`src/hw/swpm_cfg.svh`:
```
// Purpose: Constants for the switch power management block
// Assumes: 200 MHz core clock
// Notes:   Global and port base offsets are byte addresses; per-port register offsets are word indices
`ifndef SWPM_CFG_SVH
`define SWPM_CFG_SVH
// ----------------------------------------------------------------
// Register map (word aligned)
// ----------------------------------------------------------------
`define OFS_GLOBAL        6'h00
`define OFS_PORT_BASE     6'h10
`define OFS_PORT_STRIDE   6'h10
`define OFS_PM_CONTROL_STATUS_REG         2'h0
`define OFS_PME_RETRY     2'h1
`define OFS_TOACK         2'h2
`define OFS_CTRL          2'h3
// ----------------------------------------------------------------
// Field positions
// ----------------------------------------------------------------
`define PSF_LSB           0
`define NSR_BIT           3
`define PME_STATUS_BIT_BIT          15
`define CODE_D0           2'h0
`define CODE_D3HOT        2'h3
`define NSR_RESET         1'b1
// ----------------------------------------------------------------
// Timing
// ----------------------------------------------------------------
`define CLK_MHZ           200
`define TICK_US           1
`define TICK_CYCLES       (`TICK_US * `CLK_MHZ)
`define TMO_MAX           8'hFF
`endif

```
`src/hw/swpm_pkg.sv`:
```
// Purpose: Types for the switch power management block
// Assumes: Constants come from swpm_cfg.svh
// Notes:   None
package swpm_pkg;
  typedef enum logic [1:0] {D0_UNINIT, D0_ACTIVE, D3_HOT, D3_COLD} dstate_t;
  typedef enum logic [1:0] {AG_IDLE, AG_WAIT, AG_ABANDON, AG_DONE} agg_t;
  typedef struct packed {
    logic valid;
    logic to_self;
    logic is_cfg0;
    logic is_msg;
    logic is_cpl;
    logic [1:0] port;
  } pkt_t;
  typedef struct packed {
    logic ur;
    logic uc;
    logic route;
    logic fwd;
    logic drop;
  } verdict_t;
endpackage : swpm_pkg
```
`src/hw/swpm.sv`:
```
// Purpose: Per-port power states, PME retry and turn-off ack aggregation
// Assumes: Port 0 upstream, ports 1..NDS downstream; packet classification upstream
// Notes:   Registers on Avalon-MM, one cycle waitrequest per access
//
// Decided for this implementation: the register addresses and the Avalon-MM slave port.
`timescale 1ns/10ps
`include "swpm_cfg.svh"

module swpm #(
  parameter int NDS = 2
) (
  // Clock and reset
  input  wire logic                 ref_clk_i,
  input  wire logic                 rst_b_i,
  // Avalon-MM slave
  input  wire logic [5:0]           avs_address_i,
  input  wire logic                 avs_read_i,
  input  wire logic                 avs_write_i,
  input  wire logic [31:0]          avs_writedata_i,
  output logic [31:0]               avs_readdata_o,
  output logic                      avs_waitrequest_o,
  // Power and events
  input  wire logic                 power_off_i,
  input  wire logic                 turnoff_rx_i,
  input  wire logic [NDS:1]         ack_rx_i,
  input  wire logic [NDS:1]         hp_event_i,
  input  wire logic [NDS:1]         ds_active_i,
  input  wire logic [NDS:1]         ds_in_l0_i,
  input  wire logic                 rx_err_i,
  input  wire logic                 other_err_i,
  // Received packet, classified
  input  wire swpm_pkg::pkt_t       pkt_i,
  input  wire logic                 pkt_secondary_i,
  // Outputs
  output swpm_pkg::verdict_t        verdict_o,
  output logic                      err_msg_o,
  output logic [NDS:0]              req_l1_o,
  output logic [NDS:1]              turnoff_tx_o,
  output logic [NDS:1]              pme_tx_o,
  output logic                      ack_tx_o,
  output logic                      up_l23_o,
  output logic [NDS:1]              ds_l23_o,
  output logic [NDS:1]              ds_wake_o,
  output logic                      sw_low_power_o
);
  // Port select is two bits wide, so at most three downstream ports
  if (NDS < 1 || NDS > 3) begin : g_bad_nds
    $error("NDS out of range");
  end

  localparam int NP = NDS + 1;
  swpm_pkg::dstate_t dst [NP];
  logic [1:0] psf [NP];
  logic [NP-1:0] nsr, cfg_done;
  logic [NDS:1] pme_status_bit;
  logic [7:0] pme_to [NDS+1];
  logic [7:0] ack_to [NDS+1];
  logic [8:0] pme_cnt [NDS+1];
  logic [8:0] ack_cnt [NDS+1];
  logic [NDS:1] ack_got, ack_wait;
  swpm_pkg::agg_t agg;
  logic [7:0] tick_cnt;
  logic tick;
  logic acc_done;
  logic wr_hit, rd_hit;
  logic [1:0] port_sel;
  logic [1:0] reg_sel;
  logic glob_sel;

  // ----------------------------------------------------------------
  // Bus decode
  // ----------------------------------------------------------------
  assign glob_sel = (avs_address_i[5:4] == 2'h0);
  assign port_sel = 2'(avs_address_i[5:4] - 2'h1);
  assign reg_sel  = avs_address_i[3:2];
  // Writes land on the edge that ends the wait, when waitrequest is low
  assign wr_hit   = avs_write_i && acc_done && !glob_sel && (32'(port_sel) < NP);
  assign rd_hit   = avs_read_i && !acc_done;

  always_ff @(posedge ref_clk_i or negedge rst_b_i) begin
    if (!rst_b_i) begin
      acc_done <= 1'b0;
      avs_waitrequest_o <= 1'b1;
    end else begin
      acc_done <= (avs_read_i || avs_write_i) && !acc_done;
      avs_waitrequest_o <= !((avs_read_i || avs_write_i) && !acc_done);
    end
  end

  always_ff @(posedge ref_clk_i or negedge rst_b_i) begin
    if (!rst_b_i) begin
      avs_readdata_o <= 32'h0000_0000;
    end else if (rd_hit) begin
      avs_readdata_o <= 32'h0000_0000;
      if (glob_sel) begin
        avs_readdata_o <= {29'h0, (agg == swpm_pkg::AG_DONE), sw_low_power_o, up_l23_o};
      end else if (32'(port_sel) < NP) begin
        case (reg_sel)
          `OFS_PM_CONTROL_STATUS_REG: avs_readdata_o <= {16'h0,
              (port_sel != 2'h0) ? pme_status_bit[port_sel] : 1'b0, 11'h0, nsr[port_sel], 1'b0,
              psf[port_sel]};
          `OFS_PME_RETRY: avs_readdata_o <= {24'h0, pme_to[port_sel]};
          `OFS_TOACK: avs_readdata_o <= {24'h0, ack_to[port_sel]};
          `OFS_CTRL: avs_readdata_o <= {28'h0, 1'(dst[port_sel]) , 1'b0, 2'(dst[port_sel])};
          default: avs_readdata_o <= 32'h0000_0000;
        endcase
      end
    end
  end

  // ----------------------------------------------------------------
  // Time base
  // ----------------------------------------------------------------
  always_ff @(posedge ref_clk_i or negedge rst_b_i) begin
    if (!rst_b_i) begin
      tick_cnt <= 8'h00;
      tick     <= 1'b0;
    end else begin
      tick     <= (tick_cnt == 8'(`TICK_CYCLES - 1));
      tick_cnt <= (tick_cnt == 8'(`TICK_CYCLES - 1)) ? 8'h00 : tick_cnt + 8'h01;
    end
  end

  // ----------------------------------------------------------------
  // Per-port power state
  // ----------------------------------------------------------------
  genvar g;
  generate
    for (g = 0; g < NP; g++) begin : g_port
      logic wr_me;
      assign wr_me = wr_hit && (port_sel == 2'(g));
      always_ff @(posedge ref_clk_i or negedge rst_b_i) begin
        if (!rst_b_i) begin
          dst[g] <= swpm_pkg::D0_UNINIT;
          psf[g] <= `CODE_D0;
          nsr[g] <= `NSR_RESET;
          cfg_done[g] <= 1'b0;
          pme_to[g] <= `TMO_MAX;
          ack_to[g] <= `TMO_MAX;
        end else begin
          // Each port's state changes only by its own writes, except D3hot to D3cold on power_off_i
          if (wr_me && reg_sel == `OFS_PME_RETRY) pme_to[g] <= avs_writedata_i[7:0];
          if (wr_me && reg_sel == `OFS_TOACK) ack_to[g] <= avs_writedata_i[7:0];
          if (wr_me && reg_sel == `OFS_CTRL) cfg_done[g] <= avs_writedata_i[0];
          if (wr_me && reg_sel == `OFS_PM_CONTROL_STATUS_REG) begin
            psf[g] <= avs_writedata_i[1:0];
            nsr[g] <= avs_writedata_i[`NSR_BIT];
          end
          case (dst[g])
            swpm_pkg::D0_UNINIT:
              if (cfg_done[g]) dst[g] <= swpm_pkg::D0_ACTIVE;
            swpm_pkg::D0_ACTIVE: begin
              if (wr_me && reg_sel == `OFS_PM_CONTROL_STATUS_REG && avs_writedata_i[1:0] == `CODE_D3HOT)
                dst[g] <= swpm_pkg::D3_HOT;
            end
            swpm_pkg::D3_HOT: begin
              if (power_off_i) dst[g] <= swpm_pkg::D3_COLD;
              else if (wr_me && reg_sel == `OFS_PM_CONTROL_STATUS_REG && avs_writedata_i[1:0] == `CODE_D0) begin
                dst[g] <= swpm_pkg::D0_UNINIT;
                cfg_done[g] <= 1'b0;
              end
            end
            swpm_pkg::D3_COLD: dst[g] <= swpm_pkg::D3_COLD;
            default: dst[g] <= swpm_pkg::D0_UNINIT;
          endcase
        end
      end
      always_ff @(posedge ref_clk_i or negedge rst_b_i) begin
        if (!rst_b_i) req_l1_o[g] <= 1'b0;
        else req_l1_o[g] <= (dst[g] == swpm_pkg::D3_HOT);
      end

    end

    // ----------------------------------------------------------------
    // Downstream PME retry and turn-off ack timers
    // ----------------------------------------------------------------
    for (g = 1; g <= NDS; g++) begin : g_ds
      logic pme_ok;
      logic [8:0] pme_load, ack_load;
      assign pme_ok = (dst[g] == swpm_pkg::D3_HOT) || (dst[0] == swpm_pkg::D3_HOT);
      assign pme_load = (pme_to[g] == 8'h00) ? 9'h100 : {1'b0, pme_to[g]};
      assign ack_load = (ack_to[g] == 8'h00) ? 9'h100 : {1'b0, ack_to[g]};
      always_ff @(posedge ref_clk_i or negedge rst_b_i) begin
        if (!rst_b_i) begin
          pme_status_bit[g] <= 1'b0;
          pme_cnt[g] <= 9'h000;
          pme_tx_o[g] <= 1'b0;
        end else begin
          pme_tx_o[g] <= 1'b0;
          // Set wins over software clear
          if (hp_event_i[g] && pme_ok && dst[g] != swpm_pkg::D3_COLD) begin
            pme_status_bit[g] <= 1'b1;
            if (!pme_status_bit[g]) begin
              pme_tx_o[g] <= 1'b1;
              pme_cnt[g] <= pme_load;
            end
          end else if (wr_hit && port_sel == 2'(g) && reg_sel == `OFS_PM_CONTROL_STATUS_REG
                       && avs_writedata_i[`PME_STATUS_BIT_BIT]) begin
            pme_status_bit[g] <= 1'b0;
          end
          if (pme_status_bit[g] && pme_cnt[g] != 9'h000 && tick) begin
            if (pme_cnt[g] == 9'h001 && dst[g] != swpm_pkg::D3_COLD) begin
              pme_tx_o[g] <= 1'b1;
              pme_cnt[g] <= pme_load;
            end else pme_cnt[g] <= pme_cnt[g] - 9'h001;
          end
        end
      end
      always_ff @(posedge ref_clk_i or negedge rst_b_i) begin
        if (!rst_b_i) begin
          ack_got[g] <= 1'b0;
          ack_wait[g] <= 1'b0;
          ack_cnt[g] <= 9'h000;
          turnoff_tx_o[g] <= 1'b0;
          ds_l23_o[g] <= 1'b0;
          ds_wake_o[g] <= 1'b0;
        end else begin
          turnoff_tx_o[g] <= 1'b0;
          ds_wake_o[g] <= 1'b0;
          if (turnoff_rx_i && ds_active_i[g]) begin
            turnoff_tx_o[g] <= 1'b1;
            ack_wait[g] <= 1'b1;
            ack_got[g] <= 1'b0;
            ack_cnt[g] <= ack_load;
          end else if (ack_wait[g]) begin
            // Keeps running after abandonment
            if (ack_rx_i[g] || (tick && ack_cnt[g] == 9'h001)) begin
              ack_wait[g] <= 1'b0;
              ack_got[g] <= 1'b1;
              ds_l23_o[g] <= 1'b1;
            end else if (tick) ack_cnt[g] <= ack_cnt[g] - 9'h001;
          end
          if (pkt_i.valid && !pkt_i.to_self && pkt_i.port == 2'(g)
              && agg == swpm_pkg::AG_WAIT && !ds_in_l0_i[g]) begin
            ds_wake_o[g] <= 1'b1;
            ds_l23_o[g] <= 1'b0;
          end
        end
      end

    end
  endgenerate

  // ----------------------------------------------------------------
  // Ack aggregation
  // ----------------------------------------------------------------
  logic all_acked;
  assign all_acked = &(ack_got | ~ds_active_i);

  always_ff @(posedge ref_clk_i or negedge rst_b_i) begin
    if (!rst_b_i) begin
      agg <= swpm_pkg::AG_IDLE;
      ack_tx_o <= 1'b0;
      up_l23_o <= 1'b0;
      sw_low_power_o <= 1'b0;
    end else begin
      ack_tx_o <= 1'b0;
      case (agg)
        swpm_pkg::AG_IDLE:
          if (turnoff_rx_i) agg <= swpm_pkg::AG_WAIT;
        swpm_pkg::AG_WAIT:
          if (pkt_i.valid && !pkt_secondary_i) agg <= swpm_pkg::AG_ABANDON;
          else if (all_acked && !(|ack_wait)) begin
            ack_tx_o <= 1'b1;
            up_l23_o <= 1'b1;
            agg <= swpm_pkg::AG_DONE;
          end
        swpm_pkg::AG_ABANDON:
          if (turnoff_rx_i) agg <= swpm_pkg::AG_WAIT;
        swpm_pkg::AG_DONE:
          if (turnoff_rx_i) agg <= swpm_pkg::AG_WAIT;
          else sw_low_power_o <= (dst[0] == swpm_pkg::D3_HOT);
        default: agg <= swpm_pkg::AG_IDLE;
      endcase
    end
  end

  // ----------------------------------------------------------------
  // Packet verdicts
  // ----------------------------------------------------------------
  logic tgt_d3;
  assign tgt_d3 = (dst[pkt_i.port] == swpm_pkg::D3_HOT);

  always_ff @(posedge ref_clk_i or negedge rst_b_i) begin
    if (!rst_b_i) begin
      verdict_o <= '0;
      err_msg_o <= 1'b0;
    end else begin
      verdict_o <= '0;
      err_msg_o <= rx_err_i || (other_err_i && !tgt_d3);
      if (pkt_i.valid) begin
        if (agg == swpm_pkg::AG_DONE && !pkt_secondary_i) verdict_o.drop <= 1'b1;
        else if (pkt_i.is_cpl) begin
          if (pkt_i.to_self && tgt_d3) verdict_o.uc <= 1'b1;
          else verdict_o.route <= 1'b1;
        end else if (tgt_d3 && (pkt_secondary_i ||
                     !(pkt_i.to_self && (pkt_i.is_cfg0 || pkt_i.is_msg))))
          verdict_o.ur <= 1'b1;
        else if (pkt_i.to_self) verdict_o.route <= 1'b1;
        else verdict_o.fwd <= 1'b1;
      end
    end
  end
endmodule : swpm

```
`config.mk`:
```
export PLATFORM = sky130hd
export DESIGN_NAME = swpm
export DESIGN_NICKNAME = d
export VERILOG_FILES = /design/src/hw/swpm_pkg.sv /design/src/hw/swpm.sv
export VERILOG_INCLUDE_DIRS = /design/src /design/src/hw
export SDC_FILE = /design/constraint.sdc
export NUM_CORES = 1
export LEC_CHECK = 0
export ABC_AREA = 0
export ABC_CLOCK_PERIOD_IN_PS = 1700
export BUFFER_PORTS_ARGS = -buffer_cell sky130_fd_sc_hd__buf_2
export CORE_MARGIN = 4
export CORE_UTILIZATION = 49
export CTS_CLUSTER_DIAMETER = 200
export DETAILED_ROUTE_END_ITERATION = 8
export HOLD_SLACK_MARGIN = 0.03
export PLACE_DENSITY = 0.73
export SKIP_CTS_REPAIR_TIMING = 1
export SYNTH_ARGS = -nofsm -noshare
export SYNTH_HDL_FRONTEND = slang
export SYNTH_SLANG_ARGS = --single-unit
```
`constraint.sdc`:
```
create_clock -name ref_clk_i -period 1.7 [get_ports ref_clk_i]
set_input_delay 0.34 -clock ref_clk_i [delete_from_list [all_inputs] [get_ports ref_clk_i]]
set_output_delay 0.34 -clock ref_clk_i [all_outputs]
set_load 0.01 [all_outputs]
```
==> results.md, run 1 <==
- Status: complete, but fails checks
- Violations in the final reports: setup timing
- Critical Path RT: approximately 2000 ps
- First-pass GRT wire length: roughly 33 mm
- Largest net degree at the start of global routing: 37
- Peak Freq: around 560 MHz
- Async S/R FF share, synth: 1.00
- Die Span Y: 134 um
- Worst Skew: around 14 ps
- Yosys top cell area share: 0.313
- Cells on worst reg2reg path: 6
- Max-cap violations: 0
- Number of global-route vias before repair: ~6300
- Post-synthesis adder-cell area fraction: 0.0240
- Period utilization: 1.06
- Area after DPL: roughly 9000 sq um
- Ports: between 100 and 150
- Startpoint types: flop
- Total die area: around 18000 sq um
- Leakage: 4.64 nW
- Final setup viols: 15
- Commonest cells post-synth: 98 x dfrtp_1, 64 x nand2_1, 57 x mux2_2, 57 x nor2_1, 52 x dfstp_2
- Avg Inst Size Synth: 10.5 sq um
- Via-to-Cell Ratio: about 5.6
- Drt drc: 0
- Critical path peak fanout: 6
- Total power draw: roughly 10 mW
- Initial antenna violation count: 1
- Worst-margin pin slew: between 500 and 600 ps
- PD cells: 1010 nW/um^2
- Setup total negative slack: -717 ps
- Final core utilization: 0.665
- Slowest cell on crit path: dfrtp_1
- Port buffer count: 66
- DRT antenna net count: 0
- Count leader, synth: dfrtp_1
- RSZ-0062 raised after global routing: yes
- Pre-CTS setup slack: -300 ps
- Cell area after synthesis: between 7000 and 8000 sq um
- CTS tree: done
- PnR worst setup slack: -93.9 ps
- Crit end category: flop
- GRT Total Usage: 0.230
- Cell Rows: 45
- Slew HR: 0.660
- Synth Area in Compound Gates: 0.142
- Hold Crit Class: primary input to flop
- Post-DP HPWL: roughly 15 mm
- Max Root-Sink Buffers: 2
- Iter 0 DRT Violations: approximately 400
- Reg2Reg Setup Slack: -90 ps
- Synth area leaders: dfrtp_1 31%, dfstp_2 17%, mux2_2 8.2%, nand2_1 3.1%, mux2i_1 2.9%
- Total CTS buffers: 17
- Area Growth Syn to Fin: 30.9%
- Detailed-route via count: about 6500
- Post-synth EDFFs: 0
- Critical Path AT: 2110 ps
- DRT Wirelength: about 21 mm
- Synth cell types: 74
- Post-synthesis mux area share: 0.113
- Post-Synth XOR/XNOR Area: 0.0257
- H-tree depth: 4
- GP Congestion: ~0.86
- End of the critical path: ack_cnt[1]
- Largest family of logic cells by synthesized area: simple AND/OR/NAND/NOR gates
- Grt ovf: 0
- Worst-Skew Late Latency: approximately 440 ps
- Critical R2R Launch: ack_cnt[0]
- Simple-gate share of the synthesized area: 0.160
- Clk sinks: 150
- Synth area leader: dfrtp_1
- Worst vdd ir: roughly 830 uV
- Filler instances: around 1200
- Layout cells sized above 1: 0.431
- RR Endpoint: ack_cnt[1]
- Critical Path, Cell by Cell: ha_4 > and3b_2 > a311oi_4 > buf_4 > a21oi_2 > mux2_4
- Synth warnings: 0
- Prevailing post-synth register cell: dfrtp_1
- Placed Instances: about 1100
- CP Launch Point: ack_cnt[0]
- Per-cell routed wire length: 17.9 um
- Core area: roughly 15000 sq um
- NumNets Final: 1019
- Critical path class: flop to flop
- Initial DRT Pass Iterations: 8
- Storage cell area: approximately 3800 sq um
- ANT cells: 0
- Chip width: 134 um
- Slowest Stage Delay on Critical Path: a little over 400 ps
- Worst-path clk slew: 70 ps
- Area of the multi-input gates: ~4000 sq um
- Layout Cells excl Fill: between 1000 and 1500
- Register bit total from synthesis: 150
- Final Hold Viols: 0
- Sequential share of the synthesized area: 0.487
- Crit path time final: 1790 ps
- Worst Hold Margin: 88.4 ps
- Finished Cell Area: 10300 sq um
- Max Slew Vio Count: 0
- Initial Util: 0.508
- Root buffer cell: clkbuf_16
- Cells after Synth: 747
==> report_power, final <==
group          total, mW  internal [mW]  switching [mW]
Combinational       1.77          0.897           0.872
Sequential          4.63           4.19           0.441
Clock               3.96           2.41            1.55
==> placed cells by master, fill, tap and decap left out, types with 14 or more instances in the layout <==
cell,count
nand2_1,59
inv_1,21
clkbuf_16,17
nor3_1,20
nor2_1,53
dfrtp_1,93
buf_2,65
nor4_1,16
a21oi_1,40
buf_4,124
dfstp_2,52
mux2i_1,23
o21ai_0,24
conb_1,23
nand3_1,14
mux2_2,50
==> layout make-up <==
type	instances	share of cell area
well taps	211	0.0257
inverters	26	0.00952
flip-flops and latches	150	0.373
multi-input cells	547	0.392
clock inverters	12	0.0160
clock buffers	20	0.0445
repair buffers	200	0.140
==> kinds of logic (layout without fill, tap and decap cells) <==
group | count (synthesis) | in the layout
simple gates | 240 | 240
compound gates | 164 | 165
flops | 150 | 150
mux | 81 | 81
buf+inv | 73 | 258
xor+xnor | 23 | 23
fa+ha+maj | 15 | 15
other cells | 1 | 23
==> per-layer routing <==
layer / track usage / vias up / part of all wire
li1: - / 3068 / -
met1: 0.313 / 3210 / 0.44
met2: 0.368 / 204 / 0.48
met3: 0.0451 / 39 / 0.051
met4: 0.0848 / 2 / 0.024
met5: 0 / - / 0.00062
==> worst min-delay path by stage <==
| stage | start | to | slack (ps) | cells after the start |
|---|---|---|---|---|
| finish | ds_in_l0_i[1] | ds_wake_o[1] | 90 | 2 |
| detailed placement | rst_b_i | pme_cnt[16] | 280 | 1 |
| CTS | rst_b_i | dst[3] | -180 | 1 |
| global placement | rst_b_i | pme_cnt[16] | 280 | 1 |
| global route | rx_err_i | err_msg_o | 90 | 2 |
| floorplan | rst_b_i | acc_done | 40 | 0 |
==> worst max-delay path: cells and delay by family (launching register included) <==
family,cells,cell delay [ps]
and+or+nand+nor,1,240
DFF,1,410
AOI/OAI and AO/OA,2,420
adders and majority gates,1,170
buffers and inverters,1,190
muxes,1,250
==> state kept, by name, summed over array words and instances (netlist names), 2 cells and up <==
| signal | count |
|---|---|
| cfg_done | 3 |
| ack_cnt | 18 |
| verdict_o | 5 |
| pme_cnt | 18 |
| ack_wait | 2 |
| pme_to | 24 |
| avs_readdata_o | 9 |
| agg | 2 |
| turnoff_tx_o | 2 |
| pme_status_bit | 2 |
| dst | 6 |
| nsr | 3 |
| pme_tx_o | 2 |
| req_l1_o | 3 |
| tick_cnt | 8 |
| ds_wake_o | 2 |
| psf | 6 |
| ds_l23_o | 2 |
| ack_to | 24 |
| ack_got | 2 |
(Power assumes the default switching activity.)
==> run 2: changes to the inputs <==
--- a/config.mk
+++ b/config.mk
@@ -7,8 +7,9 @@
 export NUM_CORES = 1
 export LEC_CHECK = 0
 export ABC_AREA = 0
-export ABC_CLOCK_PERIOD_IN_PS = 1700
+export ABC_CLOCK_PERIOD_IN_PS = 1500
 export BUFFER_PORTS_ARGS = -buffer_cell sky130_fd_sc_hd__buf_2
+export CAP_MARGIN = 20
 export CORE_MARGIN = 4
 export CORE_UTILIZATION = 49
 export CTS_CLUSTER_DIAMETER = 200
==> constraint.sdc (replaced) <==
create_clock -name ref_clk_i -period 1.5 [get_ports ref_clk_i]
set_input_delay 0.3 -clock ref_clk_i [delete_from_list [all_inputs] [get_ports ref_clk_i]]
set_output_delay 0.3 -clock ref_clk_i [all_outputs]
set_load 0.01 [all_outputs]
==> run 2 against run 1 <==
- critical endpoint is now ack_cnt[13]
- register-to-register slack worse by 190 ps
- largest power group unchanged
- clock-buffer cell count is 3 higher
- the run still ends with setup timing left
- non-clock buffer count is 49 higher
- maximum frequency is 0.51% higher
- sequential share of layout area is 2.1 points lower
- highest routed layer is now met4
- flip-flop and latch count stayed put
- via count is 4.8% higher
- design area is 6.0% higher
- critical path type unchanged
==> results.md, run 2 (synthesis gave the netlist of run 1 again) <==
- GRT Total Usage: 0.244
- Peak Freq: roughly 560 MHz
- Reg2Reg Setup Slack: -280 ps
- Chip width: between 100 and 150 um
- Initial Util: 0.508
- Hold Crit Class: primary input to flop
- Worst-Skew Late Latency: around 430 ps
- Critical Path RT: about 1800 ps
- Crit path time final: between 1500 and 2000 ps
- RR Endpoint: ack_cnt[13]
- Int Pwr: approximately 8.5 mW
- Clk sinks: 150
- Root buffer cell: clkbuf_16
- Total CTS buffers: 17
- Die Span Y: 134 um
- Final Hold Viols: 0
- Leakage: between 4 and 5 nW
- WHS Path Cells: 2
- Iter 0 DRT Violations: between 400 and 500
- PnR worst setup slack: -285 ps
- Critical R2R Launch: ack_cnt[14]
- Largest regs: ack_to x24, pme_to x24
- Worst Skew: 7.50 ps
- Period utilization: 1.19
- M2 GR Usage: 0.410
- PD cells: between 1000 and 1500 nW/um^2
- Port buffer count: 66
- Combinational Power Share: 0.195
- Clk pwr share: 0.360
- Sequential fraction of design power: 0.445
- Total die area: between 15000 and 20000 sq um
- Psw: between 3 and 4 mW
- Area after DPL: slightly below 10000 sq um
- Number of global-route vias before repair: between 6000 and 7000
- Via-to-Cell Ratio: between 5 and 6
- GR Util met3: 0.0533
- Violations in the final reports: setup timing
- Post-DP HPWL: 16.2 mm
- Core area: 15400 sq um
- Area Growth Syn to Fin: 38.8%
- Critical Path AT: approximately 2100 ps
- ANT cells: 0
- Per-cell routed wire length: 18.7 um
- Startpoint types: flop
- Crit end category: flop
- Final setup viols: 41
- Grt ovf: 0
- CTS tree: done
- Ports: between 100 and 150
- Finished Cell Area: around 11000 sq um
- Worst Min Path Start: rx_err_i
- First-pass GRT wire length: about 35 mm
- NumNets Final: 1067
- Critical path peak fanout: 5
- Max-cap violations: 0
- Detailed-route via count: 6838
- Worst vdd ir: between 800 and 900 uV
- Switching share of power: 0.283
- Status: complete, but fails checks
- GP Congestion: approximately 0.89
- Cell Rows: 45
- DRT antenna net count: 0
- Initial DRT Pass Iterations: 5
- Max Root-Sink Buffers: 2
- Initial antenna violation count: 0
- Critical path class: flop to flop
- Cells on worst reg2reg path: 6
- GR Util met1: 0.308
- Hold Path Sink: err_msg_o
- Global route hottest layer: met2
- DRT Wirelength: 22.7 mm
- Commonest non-fill, non-tap cells in the layout: 161 x buf_4, 93 x dfrtp_1, 65 x buf_2
- Layout cells sized above 1: 0.496
- Max Slew Vio Count: 0
- Largest net degree at the start of global routing: 43
- RSZ-0062 raised after global routing: yes
- H-tree depth: 4
- Drt drc: 0
- Most common cell after layout, fill and taps aside: buf_4
- Final core utilization: 0.705
- Worst-path clk slew: about 60 ps
## run 2: changes by cell type in the layout (fill, tap and decap cells not counted), sizes merged
cell / delta
bufinv: -2
o21a: -1
buf: +49
inv: -1
clkbuf: +3
## run 2: power by group through the flow
stage                     combinational (mW)  sequential [mW]  clock, mW
after floorplan                         1.21             5.15          0
after global placement                  1.97             5.24          0
after detailed placement                2.05             5.27          0
after CTS                               2.07             5.21       4.28
after global routing                    2.50             5.30       4.47
final                                   2.30             5.25       4.25
## run 2: through the flow
step	instances	total power, mW	setup TNS, ps	hold WS, ps	setup WS (ps)
2_1_floorplan	769	6.36	-20790	4.41	-306
3_3_place_gp	1153	7.21	-24250	220	-389
3_5_place_dp	1153	7.32	-28290	229	-447
4_1_cts	1185	11.6	-8670	-228	-315
5_1_grt	1214	12.3	-10240	54.3	-338
6_report	1214	11.8	-6780	52.6	-285
## run 2: area by class of cell
cell class | count | area (sq um)
clock inverters | 9 | 86.3
repair buffers | 249 | 1820
fillers | 1091 | 4550
multi-input cells | 546 | 4280
flip-flops and latches | 150 | 3820
well taps | 211 | 264
clock buffers | 23 | 500
inverters | 26 | 97.6
## run 2: worst max path at each step
stage          cells after the start        startpoint  slack [ps]           endpoint
2_1_floorplan                      8  avs_address_i[4]        -310  avs_readdata_o[2]
3_3_place_gp                       8  avs_address_i[4]        -390  avs_readdata_o[3]
3_5_place_dp                       9  avs_address_i[5]        -450  avs_readdata_o[6]
4_1_cts                            6        pme_cnt[1]        -310         pme_cnt[2]
5_1_grt                            6       ack_cnt[14]        -340        ack_cnt[13]
6_report                           6       ack_cnt[14]        -280        ack_cnt[13]
## run 2: metal layers
| metal | wire (um) | vias to the layer above | part of all wire |
|---|---|---|---|
| met1 | 9450 | 3389 | 0.42 |
| met3 | 1260 | 56 | 0.056 |
| li1 | - | 3165 | - |
| met4 | 691 | 0 | 0.030 |
| met2 | 11300 | 228 | 0.50 |
| met5 | 0 | - | 0 |
## run 2: worst max-delay path: stages, from the launching register on
cell     delay (ps)
dfrtp_1         380
or4_4           570
buf_6           150
o21ai_4         240
nor2_2           70
xnor2_1         160
a21oi_1          80
